[config.mk]
export PLATFORM = sky130hd
export DESIGN_NAME = dpg_gpio
export DESIGN_NICKNAME = d
export VERILOG_FILES = /design/src/logic/dpg_pkg.sv /design/src/logic/dpg_gpio.sv
export SDC_FILE = /design/constraint.sdc
export NUM_CORES = 1
export LEC_CHECK = 0
export BUFFER_PORTS_ARGS = -buffer_cell sky130_fd_sc_hd__buf_2
export CAP_MARGIN = 0
export CELL_PAD_IN_SITES_DETAIL_PLACEMENT = 1
export CELL_PAD_IN_SITES_GLOBAL_PLACEMENT = 1
export CORE_UTILIZATION = 36
export CTS_CLUSTER_SIZE = 28
export DETAILED_ROUTE_END_ITERATION = 16
export PLACE_DENSITY_LB_ADDON = 0.1
export SLEW_MARGIN = 10
export SYNTH_ARGS = -nofsm -noshare
export SYNTH_HDL_FRONTEND = slang
export SYNTH_SLANG_ARGS = --single-unit
[constraint.sdc]
create_clock -name aclk -period 1.9 [get_ports aclk]
set_clock_uncertainty 0.2 [all_clocks]
set_input_delay 0.19 -clock aclk [delete_from_list [all_inputs] [get_ports aclk]]
set_output_delay 0.19 -clock aclk [all_outputs]
set_load 0.02 [all_outputs]
[src/logic/dpg_pkg.sv]
// Constants and register map for the dual-port GPIO block
package dpg_pkg;
    // Printed offsets are register indices; byte address is index times four
    localparam logic [7:0] IDX_PB_IEN   = 8'h0E;
    localparam logic [7:0] IDX_PA_DATA  = 8'h10;
    localparam logic [7:0] IDX_PA_DIR   = 8'h11;
    localparam logic [7:0] IDX_PA_PU    = 8'h12;
    localparam logic [7:0] IDX_PA_PD    = 8'h13;
    localparam logic [7:0] IDX_PB_DATA  = 8'h15;
    localparam logic [7:0] IDX_PB_DIR   = 8'h16;
    localparam logic [7:0] IDX_PB_PU    = 8'h17;
    localparam logic [7:0] IDX_PB_PD    = 8'h18;
    // Reset values
    localparam logic [7:0] RST_PB_IEN   = 8'hFF;
    localparam logic [7:0] RST_ZERO     = 8'h00;
    // AXI response codes
    localparam logic [1:0] RESP_OKAY    = 2'h0;
    localparam logic [1:0] RESP_SLVERR  = 2'h2;
    // Address width of the bus slave
    localparam int         ADDR_W       = 8;
endpackage : dpg_pkg

[src/logic/dpg_gpio.sv]
// Dual 8-bit GPIO port with AXI4-Lite register access
module dpg_gpio #(
    parameter int WIDTH = 8
) (
    // Clock and reset
    input  wire logic                        aclk,
    input  wire logic                        aresetn,
    // AXI4-Lite write address
    input  wire logic [dpg_pkg::ADDR_W-1:0]  s_axi_awaddr,
    input  wire logic                        s_axi_awvalid,
    output logic                             s_axi_awready,
    // AXI4-Lite write data
    input  wire logic [31:0]                 s_axi_wdata,
    input  wire logic [3:0]                  s_axi_wstrb,
    input  wire logic                        s_axi_wvalid,
    output logic                             s_axi_wready,
    // AXI4-Lite write response
    output logic [1:0]                       s_axi_bresp,
    output logic                             s_axi_bvalid,
    input  wire logic                        s_axi_bready,
    // AXI4-Lite read address
    input  wire logic [dpg_pkg::ADDR_W-1:0]  s_axi_araddr,
    input  wire logic                        s_axi_arvalid,
    output logic                             s_axi_arready,
    // AXI4-Lite read data
    output logic [31:0]                      s_axi_rdata,
    output logic [1:0]                       s_axi_rresp,
    output logic                             s_axi_rvalid,
    input  wire logic                        s_axi_rready,
    // Port A pins
    input  wire logic [WIDTH-1:0]            porta_pin_in,
    output logic [WIDTH-1:0]                 porta_pin_out,
    output logic [WIDTH-1:0]                 porta_pin_oe,
    output logic [WIDTH-1:0]                 porta_pullup_on,
    output logic [WIDTH-1:0]                 porta_pulldown_on,
    // Port B pins
    input  wire logic [WIDTH-1:0]            portb_pin_in,
    output logic [WIDTH-1:0]                 portb_pin_out,
    output logic [WIDTH-1:0]                 portb_pin_oe,
    output logic [WIDTH-1:0]                 portb_pullup_on,
    output logic [WIDTH-1:0]                 portb_pulldown_on,
    // Gated port B levels for wake-up and interrupt logic elsewhere
    output logic [WIDTH-1:0]                 portb_event_level
);

    // Software registers
    // Byte-wide; only lane 0 of the bus reaches them
    logic [WIDTH-1:0] porta_data_latch;      // Port A output latch
    logic [WIDTH-1:0] porta_direction;       // Port A direction
    logic [WIDTH-1:0] porta_pullup_enable;   // Port A pull-up enables
    logic [WIDTH-1:0] porta_pulldown_enable; // Port A pull-down enables
    logic [WIDTH-1:0] portb_data_latch;      // Port B output latch
    logic [WIDTH-1:0] portb_direction;       // Port B direction
    logic [WIDTH-1:0] portb_pullup_enable;   // Port B pull-up enables
    logic [WIDTH-1:0] portb_pulldown_enable; // Port B pull-down enables
    logic [WIDTH-1:0] portb_input_enable;    // Port B digital input enables

    // Pin synchronisers
    logic [WIDTH-1:0] pa_meta;               // First stage, port A
    logic [WIDTH-1:0] pa_sync;               // Second stage, port A
    logic [WIDTH-1:0] pb_meta;               // First stage, port B
    logic [WIDTH-1:0] pb_sync;               // Second stage, port B

    // Write channel holding state
    // Address and data may arrive in either order; each waits here
    logic                      aw_held;      // Write address captured
    logic [dpg_pkg::ADDR_W-1:0] aw_addr;     // Captured write address
    logic                      w_held;       // Write data captured
    logic [31:0]               w_data;       // Captured write data
    logic                      w_strb0;      // Captured low byte strobe

    // Two-stage synchroniser on every pin input
    // Only the second stage feeds logic; the first may be metastable
    always_ff @(posedge aclk) begin
        // Both stages clear so reads start from a known low
        if (!aresetn) begin
            pa_meta <= '0;
            pa_sync <= '0;
            pb_meta <= '0;
            pb_sync <= '0;
        end else begin
            // Pins are asynchronous to aclk
            pa_meta <= porta_pin_in;
            pa_sync <= pa_meta;
            // Port B levels are gated later, after the second stage
            pb_meta <= portb_pin_in;
            pb_sync <= pb_meta;
        end
    end

    // Gated pin levels per bit
    // Port A has no input enable here; its input pins always read the pin level
    wire [WIDTH-1:0] porta_read_val;         // Port A value seen by reads
    wire [WIDTH-1:0] portb_gated;            // Port B level after input enable
    wire [WIDTH-1:0] portb_read_val;         // Port B value seen by reads
    wire [WIDTH-1:0] next_pa_pu;             // Port A pull-up after mode gate
    wire [WIDTH-1:0] next_pb_pu;             // Port B pull-up after mode gate

    // One slice per pin; port B adds the input-enable gate that port A lacks
    // A cleared input enable forces the gated level low
    genvar gi;
    generate
        for (gi = 0; gi < WIDTH; gi++) begin : g_bit
            // Disabled input reads as constant low
            assign portb_gated[gi]    = portb_input_enable[gi] & pb_sync[gi];
            // Output pins read the latch, inputs the pin
            assign porta_read_val[gi] = porta_direction[gi] ? porta_data_latch[gi]
                                                            : pa_sync[gi];
            assign portb_read_val[gi] = portb_direction[gi] ? portb_data_latch[gi]
                                                            : portb_gated[gi];
            // Pull-up only while the pin is an input
            assign next_pa_pu[gi]     = porta_pullup_enable[gi] & ~porta_direction[gi];
            assign next_pb_pu[gi]     = portb_pullup_enable[gi] & ~portb_direction[gi];
        end
    endgenerate

    // Pin drivers, all registered
    // Flops keep decode glitches away from the pads
    always_ff @(posedge aclk) begin
        // All pins released: inputs, no pulls
        if (!aresetn) begin
            porta_pin_out     <= '0;
            porta_pin_oe      <= '0;
            porta_pullup_on   <= '0;
            porta_pulldown_on <= '0;
            portb_pin_out     <= '0;
            portb_pin_oe      <= '0;
            portb_pullup_on   <= '0;
            portb_pulldown_on <= '0;
            portb_event_level <= '0;
        end else begin
            // One cycle behind the software registers
            porta_pin_out     <= porta_data_latch;
            porta_pin_oe      <= porta_direction;
            porta_pullup_on   <= next_pa_pu;
            porta_pulldown_on <= porta_pulldown_enable;
            // Port B mirrors port A, plus the gated event level
            portb_pin_out     <= portb_data_latch;
            portb_pin_oe      <= portb_direction;
            portb_pullup_on   <= next_pb_pu;
            portb_pulldown_on <= portb_pulldown_enable;
            portb_event_level <= portb_gated;
        end
    end

    // Write decode
    // A write commits only when both halves are held and the previous
    // response has been taken, so one write is in flight at a time
    wire                 wr_fire   = aw_held && w_held && !s_axi_bvalid; // Both halves present
    wire [7:0]           wr_idx    = 8'(aw_addr >> 2);                  // Register index
    wire                 wr_align  = (aw_addr[1:0] == 2'h0);           // Word aligned
    wire                 wr_en     = wr_fire && w_strb0;               // Low lane written
    wire [WIDTH-1:0]     wr_byte   = w_data[WIDTH-1:0];                // Byte to store
    // Mapped registers; anything else answers with an error
    wire                 wr_hit    = wr_align && (wr_idx == dpg_pkg::IDX_PB_IEN  ||
                                     wr_idx == dpg_pkg::IDX_PA_DATA ||
                                     wr_idx == dpg_pkg::IDX_PA_DIR  ||
                                     wr_idx == dpg_pkg::IDX_PA_PU   ||
                                     wr_idx == dpg_pkg::IDX_PA_PD   ||
                                     wr_idx == dpg_pkg::IDX_PB_DATA ||
                                     wr_idx == dpg_pkg::IDX_PB_DIR  ||
                                     wr_idx == dpg_pkg::IDX_PB_PU   ||
                                     wr_idx == dpg_pkg::IDX_PB_PD);

    // Write address and data capture, independent order
    always_ff @(posedge aclk) begin
        // Both slots empty after reset
        if (!aresetn) begin
            aw_held <= 1'b0;
            aw_addr <= '0;
            w_held  <= 1'b0;
            w_data  <= '0;
            w_strb0 <= 1'b0;
        end else begin
            // Address slot: filled on its handshake, freed on commit
            if (s_axi_awvalid && s_axi_awready) begin
                aw_held <= 1'b1;
                aw_addr <= s_axi_awaddr;
            end else if (wr_fire) begin
                aw_held <= 1'b0;
            end
            // Data slot: same, independent of the address slot
            if (s_axi_wvalid && s_axi_wready) begin
                w_held  <= 1'b1;
                w_data  <= s_axi_wdata;
                w_strb0 <= s_axi_wstrb[0];
            end else if (wr_fire) begin
                w_held  <= 1'b0;
            end
        end
    end

    // Ready while the holding slot is free
    // Ready drops the cycle after a handshake, so a held slot is never
    // overwritten before its commit
    always_ff @(posedge aclk) begin
        // Not ready during reset; rises one cycle after release
        if (!aresetn) begin
            s_axi_awready <= 1'b0;
            s_axi_wready  <= 1'b0;
        end else begin
            s_axi_awready <= !aw_held && !(s_axi_awvalid && s_axi_awready);
            s_axi_wready  <= !w_held && !(s_axi_wvalid && s_axi_wready);
        end
    end

    // Write response
    // Commit wins over bready, so a new answer is never lost
    always_ff @(posedge aclk) begin
        if (!aresetn) begin
            s_axi_bvalid <= 1'b0;
            s_axi_bresp  <= dpg_pkg::RESP_OKAY;
        end else if (wr_fire) begin
            // Unmapped or unaligned address answers with an error
            s_axi_bvalid <= 1'b1;
            s_axi_bresp  <= wr_hit ? dpg_pkg::RESP_OKAY : dpg_pkg::RESP_SLVERR;
        end else if (s_axi_bready) begin
            // Answer taken
            s_axi_bvalid <= 1'b0;
        end
    end

    // Register file writes
    // Input enables start set, everything else clear
    always_ff @(posedge aclk) begin
        if (!aresetn) begin
            portb_input_enable    <= dpg_pkg::RST_PB_IEN;
            porta_data_latch      <= dpg_pkg::RST_ZERO;
            porta_direction       <= dpg_pkg::RST_ZERO;
            porta_pullup_enable   <= dpg_pkg::RST_ZERO;
            porta_pulldown_enable <= dpg_pkg::RST_ZERO;
            portb_data_latch      <= dpg_pkg::RST_ZERO;
            portb_direction       <= dpg_pkg::RST_ZERO;
            portb_pullup_enable   <= dpg_pkg::RST_ZERO;
            portb_pulldown_enable <= dpg_pkg::RST_ZERO;
        end else if (wr_en && wr_align) begin
            // Low byte lane and an aligned address are both needed
            unique case (wr_idx)
                dpg_pkg::IDX_PB_IEN:  portb_input_enable    <= wr_byte;
                dpg_pkg::IDX_PA_DATA: porta_data_latch      <= wr_byte;
                dpg_pkg::IDX_PA_DIR:  porta_direction       <= wr_byte;
                dpg_pkg::IDX_PA_PU:   porta_pullup_enable   <= wr_byte;
                dpg_pkg::IDX_PA_PD:   porta_pulldown_enable <= wr_byte;
                dpg_pkg::IDX_PB_DATA: portb_data_latch      <= wr_byte;
                dpg_pkg::IDX_PB_DIR:  portb_direction       <= wr_byte;
                dpg_pkg::IDX_PB_PU:   portb_pullup_enable   <= wr_byte;
                dpg_pkg::IDX_PB_PD:   portb_pulldown_enable <= wr_byte;
                default: ;
            endcase
        end
    end

    // Read decode
    // Decoded off the live address, which stands while arvalid is high
    wire [7:0]       rd_idx   = 8'(s_axi_araddr >> 2);          // Register index
    wire             rd_align = (s_axi_araddr[1:0] == 2'h0);   // Word aligned
    logic [WIDTH-1:0] rd_byte;                                 // Selected value
    logic             rd_hit;                                  // Readable register

    // Read multiplexer; enable register is write-only
    // Unmapped indices read zero and answer with an error
    always_comb begin
        // Defaults: zero data, hit decided by alignment
        rd_byte = '0;
        rd_hit  = rd_align;
        unique case (rd_idx)
            dpg_pkg::IDX_PA_DATA: rd_byte = porta_read_val;
            dpg_pkg::IDX_PA_DIR:  rd_byte = porta_direction;
            dpg_pkg::IDX_PA_PU:   rd_byte = porta_pullup_enable;
            dpg_pkg::IDX_PA_PD:   rd_byte = porta_pulldown_enable;
            dpg_pkg::IDX_PB_DATA: rd_byte = portb_read_val;
            dpg_pkg::IDX_PB_DIR:  rd_byte = portb_direction;
            dpg_pkg::IDX_PB_PU:   rd_byte = portb_pullup_enable;
            dpg_pkg::IDX_PB_PD:   rd_byte = portb_pulldown_enable;
            dpg_pkg::IDX_PB_IEN:  rd_byte = '0;
            default:              rd_hit  = 1'b0;
        endcase
    end

    // Read channel: one outstanding read
    always_ff @(posedge aclk) begin
        // Ready low during reset; rises one cycle after release
        if (!aresetn) begin
            s_axi_arready <= 1'b0;
            s_axi_rvalid  <= 1'b0;
            s_axi_rdata   <= '0;
            s_axi_rresp   <= dpg_pkg::RESP_OKAY;
        end else if (s_axi_arvalid && s_axi_arready) begin
            // Address taken: data and response captured at this edge
            s_axi_arready <= 1'b0;
            s_axi_rvalid  <= 1'b1;
            s_axi_rdata   <= {{(32-WIDTH){1'b0}}, rd_byte};
            s_axi_rresp   <= rd_hit ? dpg_pkg::RESP_OKAY : dpg_pkg::RESP_SLVERR;
        end else if (s_axi_rvalid) begin
            // Answer stands until rready
            if (s_axi_rready) begin
                s_axi_rvalid <= 1'b0;
            end
        end else begin
            // Idle: offer the address channel again
            s_axi_arready <= 1'b1;
        end
    end

endmodule // dpg_gpio

# Word level (Yosys, flattened, before mapping)
# Cells that the tools add are included.
# W data, S select, Z words.
# totals
regBits	212
mem_bits_ro	0
latchBits	0
wordCells	161
input_bits	75
ram_bits	0
memories	0
output_inout_bits	113
# classes
reduce_logical	39
div	0
bitwise_logic	41
n_lt_le_gt_ge	0
mux	28
n_shift	0
mul	0
n_eq_ne	18
n_addsub	0
# ops
operator	n
$eq A6 B5 Y1 const B	16
$pmux W8 S8	1
$mux W1	25
$and A1 B1 Y1	24
$reduce_and A2 Y1	9
$not A1 Y1	17
$eq A6 B4 Y1 const B	2
$logic_and A1 B1 Y1	10
$reduce_or A9 Y1	1
$logic_or A1 B1 Y1	8
$reduce_bool A2 Y1	3
$logic_not A1 Y1	5
$logic_not A2 Y1	2
$mux W2	2
$reduce_or A2 Y1	1

# Longest topological paths before layout
# logic_depth
ltp_word	11
mapped_depth	7
ltp_nobuf	4

# Worst setup path before layout
# Ideal clock, no wire load.
# synth_path
kind	register to register
start	register s_axi_bvalid
end	register portb_direction[0]
n_path_buf	2
path_slack_ns	-0.106
period_less_slack_ns	2.006
required_ns	1.576
path_stages_with_launch	7
t_arrival_ns	1.683
setup_ns	0.124
cell_sequence	dfxtp_1 and3b_1 buf_2 nand3_2 or4_1 buf_2 mux2i_1
# synth_via
elab_chain_cells	5
# synth_rtl
item	line	rtl
from (decl)	dpg_gpio.sv:19	output logic s_axi_bvalid,
from (signal assigned)	dpg_gpio.sv:211	s_axi_bvalid <= 1'b0;
from (signal assigned)	dpg_gpio.sv:215	s_axi_bvalid <= 1'b1;
from (signal assigned)	dpg_gpio.sv:219	s_axi_bvalid <= 1'b0;
$logic_not A1 Y1	dpg_gpio.sv:149	wire wr_fire = aw_held && w_held && !s_axi_bvalid;
$logic_and A1 B1 Y1	dpg_gpio.sv:149	
$logic_and A1 B1 Y1	dpg_gpio.sv:152	wire wr_en = wr_fire && w_strb0;
$logic_and A1 B1 Y1	dpg_gpio.sv:236	end else if (wr_en && wr_align) begin
$reduce_and A2 Y1 (no source line)	n/a	
to (signal assigned)	dpg_gpio.sv:233	portb_direction <= dpg_pkg::RST_ZERO;
to (signal assigned)	dpg_gpio.sv:245	dpg_pkg::IDX_PB_DIR: portb_direction <= wr_byte;
to (decl)	dpg_gpio.sv:53	logic [WIDTH-1:0] portb_direction;
# No other way between the ends.
# A chain may end at the register's enable or synchronous reset.

# Worst setup path in the final report
# layout_path
start	register aw_addr[1] (netlist bit)
end	register porta_direction[4]
# layout_via
elab_chain_cells	3
# layout_rtl
item	line	rtl
from (decl)	dpg_gpio.sv:67	logic [dpg_pkg::ADDR_W-1:0] aw_addr;
from (signal assigned)	dpg_gpio.sv:178	aw_addr <= s_axi_awaddr;
$logic_not A2 Y1	dpg_gpio.sv:151	wire wr_align = (aw_addr[1:0] == 2'h0);
$logic_and A1 B1 Y1	dpg_gpio.sv:236	
$reduce_and A2 Y1 (no source line)	n/a	
to (signal assigned)	dpg_gpio.sv:229	porta_direction <= dpg_pkg::RST_ZERO;
to (signal assigned)	dpg_gpio.sv:241	dpg_pkg::IDX_PA_DIR: porta_direction <= wr_byte;
to (decl)	dpg_gpio.sv:49	logic [WIDTH-1:0] porta_direction;
# No other way between the ends.

==> impl_metrics.csv <==
group,metric,value,unit
run_status,status,"complete, no violations",
grt,overflow,0,
setup_path,path_cells,"nor3b_4 > nand3_4 > buf_6 > nor4_4 > buf_12 > mux2i_2",
cells_and_area,area_growth,32.4,%
yosys,synth_area_per_cell,10.0,sq um
die,start_util,36.7,%
yosys,synth_area_leaders,"dfxtp_1 54%, mux2i_1 9.5%, nand2_1 5.3%",
pwr,total_power,9.78,mW
pwr,p_per_area,956,nW/um^2
timing,finalSetupTns,0,ns
drt,wirelength,23.1,mm
clocking,clk_pin_slew,0.06,ns
die,ios,188,
cells_and_area,fin_util,48.6,%
cells_and_area,nNetsFinal,1060,
yosys,synth-compound-area-share,9.56,%
setup_path,crit_required,2.13,ns
yosys,netlist_area,7720,sq um
drt,firstDrtPassIters,4,
drt,route.vias.total,6133,
yosys,ys.warnings.count,0,
drt,antenna_left,0,
yosys,ys_seq_elements,210,
die,dieArea,22000,sq um
placed_design,io_buffers,134,
grt,track_usage,21.0,%
yosys,synth_commonest_cells,"210 x dfxtp_1, 109 x nand2_1, 73 x mux2i_1, 59 x and2_1, 36 x inv_1",
timing,rsz0062_at_grt,"yes",
yosys,yosysMostFrequentCell,"dfxtp_1",
setup_path,criticalPathCategory,"flip-flop to flip-flop",
grt,grt_pass1_wl,35.4,mm
yosys,synthDistinctLibCells,47,
clocking,htreeDepth,1,
grt,antenna_found_initial,0,
clocking,cts_tree,"built",
drt,vias_per_cell,4.81,
setup_path,critPathLaunchType,"flip-flop",
drt,drcViolationCount,0,
cells_and_area,fin_cells,1276,
pwr,ir_drop,529,uV
flow_run,max_cap_violations,0,
pwr,p_leak,4.78,nW
grt,grt_max_degree,72,
placed_design,place.gp.congestion,0.821,
timing,post-route-period-util,96.5,%
timing,report.final.slew_viol_count,0,
setup_path,endpoint_kind,"flip-flop",
timing,fmax,0.545,GHz
cells_and_area,layout-drive-gt1-share,24.2,%
yosys,ys_seq_area_share,54.4,%
die,core_region_area,21000,sq um
placed_design,placed_cell_area,8960,sq um
yosys,synth_fa_ha_area_share,0,%
setup_path,slowest_delay,0.34,ns
yosys,synth_top_family_by_area,"simple AND/OR/NAND/NOR gates",
placed_design,hpwl,16.8,mm
cells_and_area,num_antenna_cells,0,
clocking,cts.sinks,210,
die,num_rows,53,
drt,drtIter0Drc,326,
timing,final_hold_viol_count,0,
yosys,netlist.area_leader.share,54.4,%
yosys,synth_ff_type,"dfxtp_1",
setup_path,startpoint,"aw_addr[1]",
yosys,netlist_instances,771,
clocking,cts-root-buf,"clkbuf_16",
setup_path,critPathMaxFanout,8,
worst_hold_path,hp-class,"input port to flip-flop",
yosys,ys_async_sr_fraction,0,%
worst_hold_path,hold_start,"s_axi_arvalid",
clocking,clockBufferDepth,3,
yosys,synthMuxAreaShare,9.46,%
setup_path,cpMaxStageDelayCell,"dfxtp_2",
timing,fin_crit,1.83,ns
yosys,synth_xor_area_share,0,%
drt,wire_per_inst,18.1,um
setup_path,worst_ep_arrival_time,2.06,ns
placed_design,dpl.cell_count,1193,
die,die_h,148,um
timing,setup_viol,0,
setup_path,r2r_start,"aw_addr[1]",
cells_and_area,fin_area,10200,sq um
yosys,yosys.area_share.simple,20.1,%
clocking,numCtsBuffers,23,
yosys,synth_edf_count,0,
grt,first_global_vias,6448,
clocking,clk_latency,0.52,ns
cells_and_area,fillers,2404,
yosys,yosys.area.top_type,"dfxtp_1",
die,dieWidth,148,um
## repair_timing
action,4_1_cts,5_1_grt
pin swaps,0,1
hold endpoints to repair,46,0
resized for setup,1,10
hold buffers,41,0
endpoints found under the setup margin,3,21
setup buffers,0,1
cloned,0,0
## cell type report
cell class,count,area (sq um),area share [%]
Clock buffer,31,646,6.31
Clock inverter,10,163,1.59
Inverter,37,139,1.36
Multi-Input combinational cell,483,3150,30.8
Sequential cell,210,4210,41.2
Tap cell,275,344,3.37
Timing Repair Buffer,230,1570,15.4
## critical path, delay by kind of cell, from the launching register on
| kind | cells | cell delay (ns) |
|---|---|---|
| muxes | 1 | 0.23 |
| and+or+nand+nor | 3 | 0.64 |
| DFF | 1 | 0.34 |
| buffers and inverters | 2 | 0.34 |
## placed cells by master, fill, tap and decap left out, types with 16 or more instances in the layout
master	synthesis	routed
clkbuf_16	0	23
o21ai_0	29	29
mux2i_1	73	72
inv_1	36	36
nand2_1	109	109
dlygate4sd3_1	0	41
dfxtp_1	210	206
a21oi_1	16	16
a21boi_0	28	28
conb_1	1	26
and2_1	59	59
buf_2	7	133
buf_4	26	48
nor2b_1	27	26
## routing by layer
| metal | global-route usage, % | up-vias | share of wire, % |
|---|---|---|---|
| met3 | 2.64 | 28 | 3.9 |
| met2 | 36.6 | 141 | 50 |
| met5 | 0 | - | 0 |
| met4 | 6.29 | 0 | 2.0 |
| li1 | - | 2958 | - |
| met1 | 26.8 | 3006 | 44 |
## where the power goes
part           switching [mW]  internal [mW]  leakage [nW]
registers              0.0433           4.47          1.70
logic                   0.308          0.238          2.68
clock network            1.79           2.93         0.390
## worst paths after layout
check | end | slack, ns | cells past startpoint
setup / recovery | porta_direction[4] | 0.07 | 6
hold / removal | s_axi_rresp[1] | 0.02 | 4
setup reg to reg | porta_direction[4] | 0.07 | 6
hold reg to reg | pa_sync[6] | 0.23 | 1
## through the flow
stage | hold WS, ns | setup slack (ns)
after floorplan | 0.117 | 0.0209
after global placement | 0.195 | 0.0220
after detailed placement | 0.202 | 0.00747
after CTS | 0.0105 | 0.0317
after global routing | 0.0429 | -0.0432
final | 0.0177 | 0.0667
## kinds of logic (layout without fill, tap and decap cells)
logic type | Yosys count | count (layout)
other | 1 | 26
AND/OR/NAND/NOR | 273 | 273
flip-flops | 210 | 210
AO/OA/AOI/OAI | 111 | 111
multiplexers | 73 | 73
buffers and inverters | 103 | 308
Note: power is estimated with default switching activity, not from simulation.
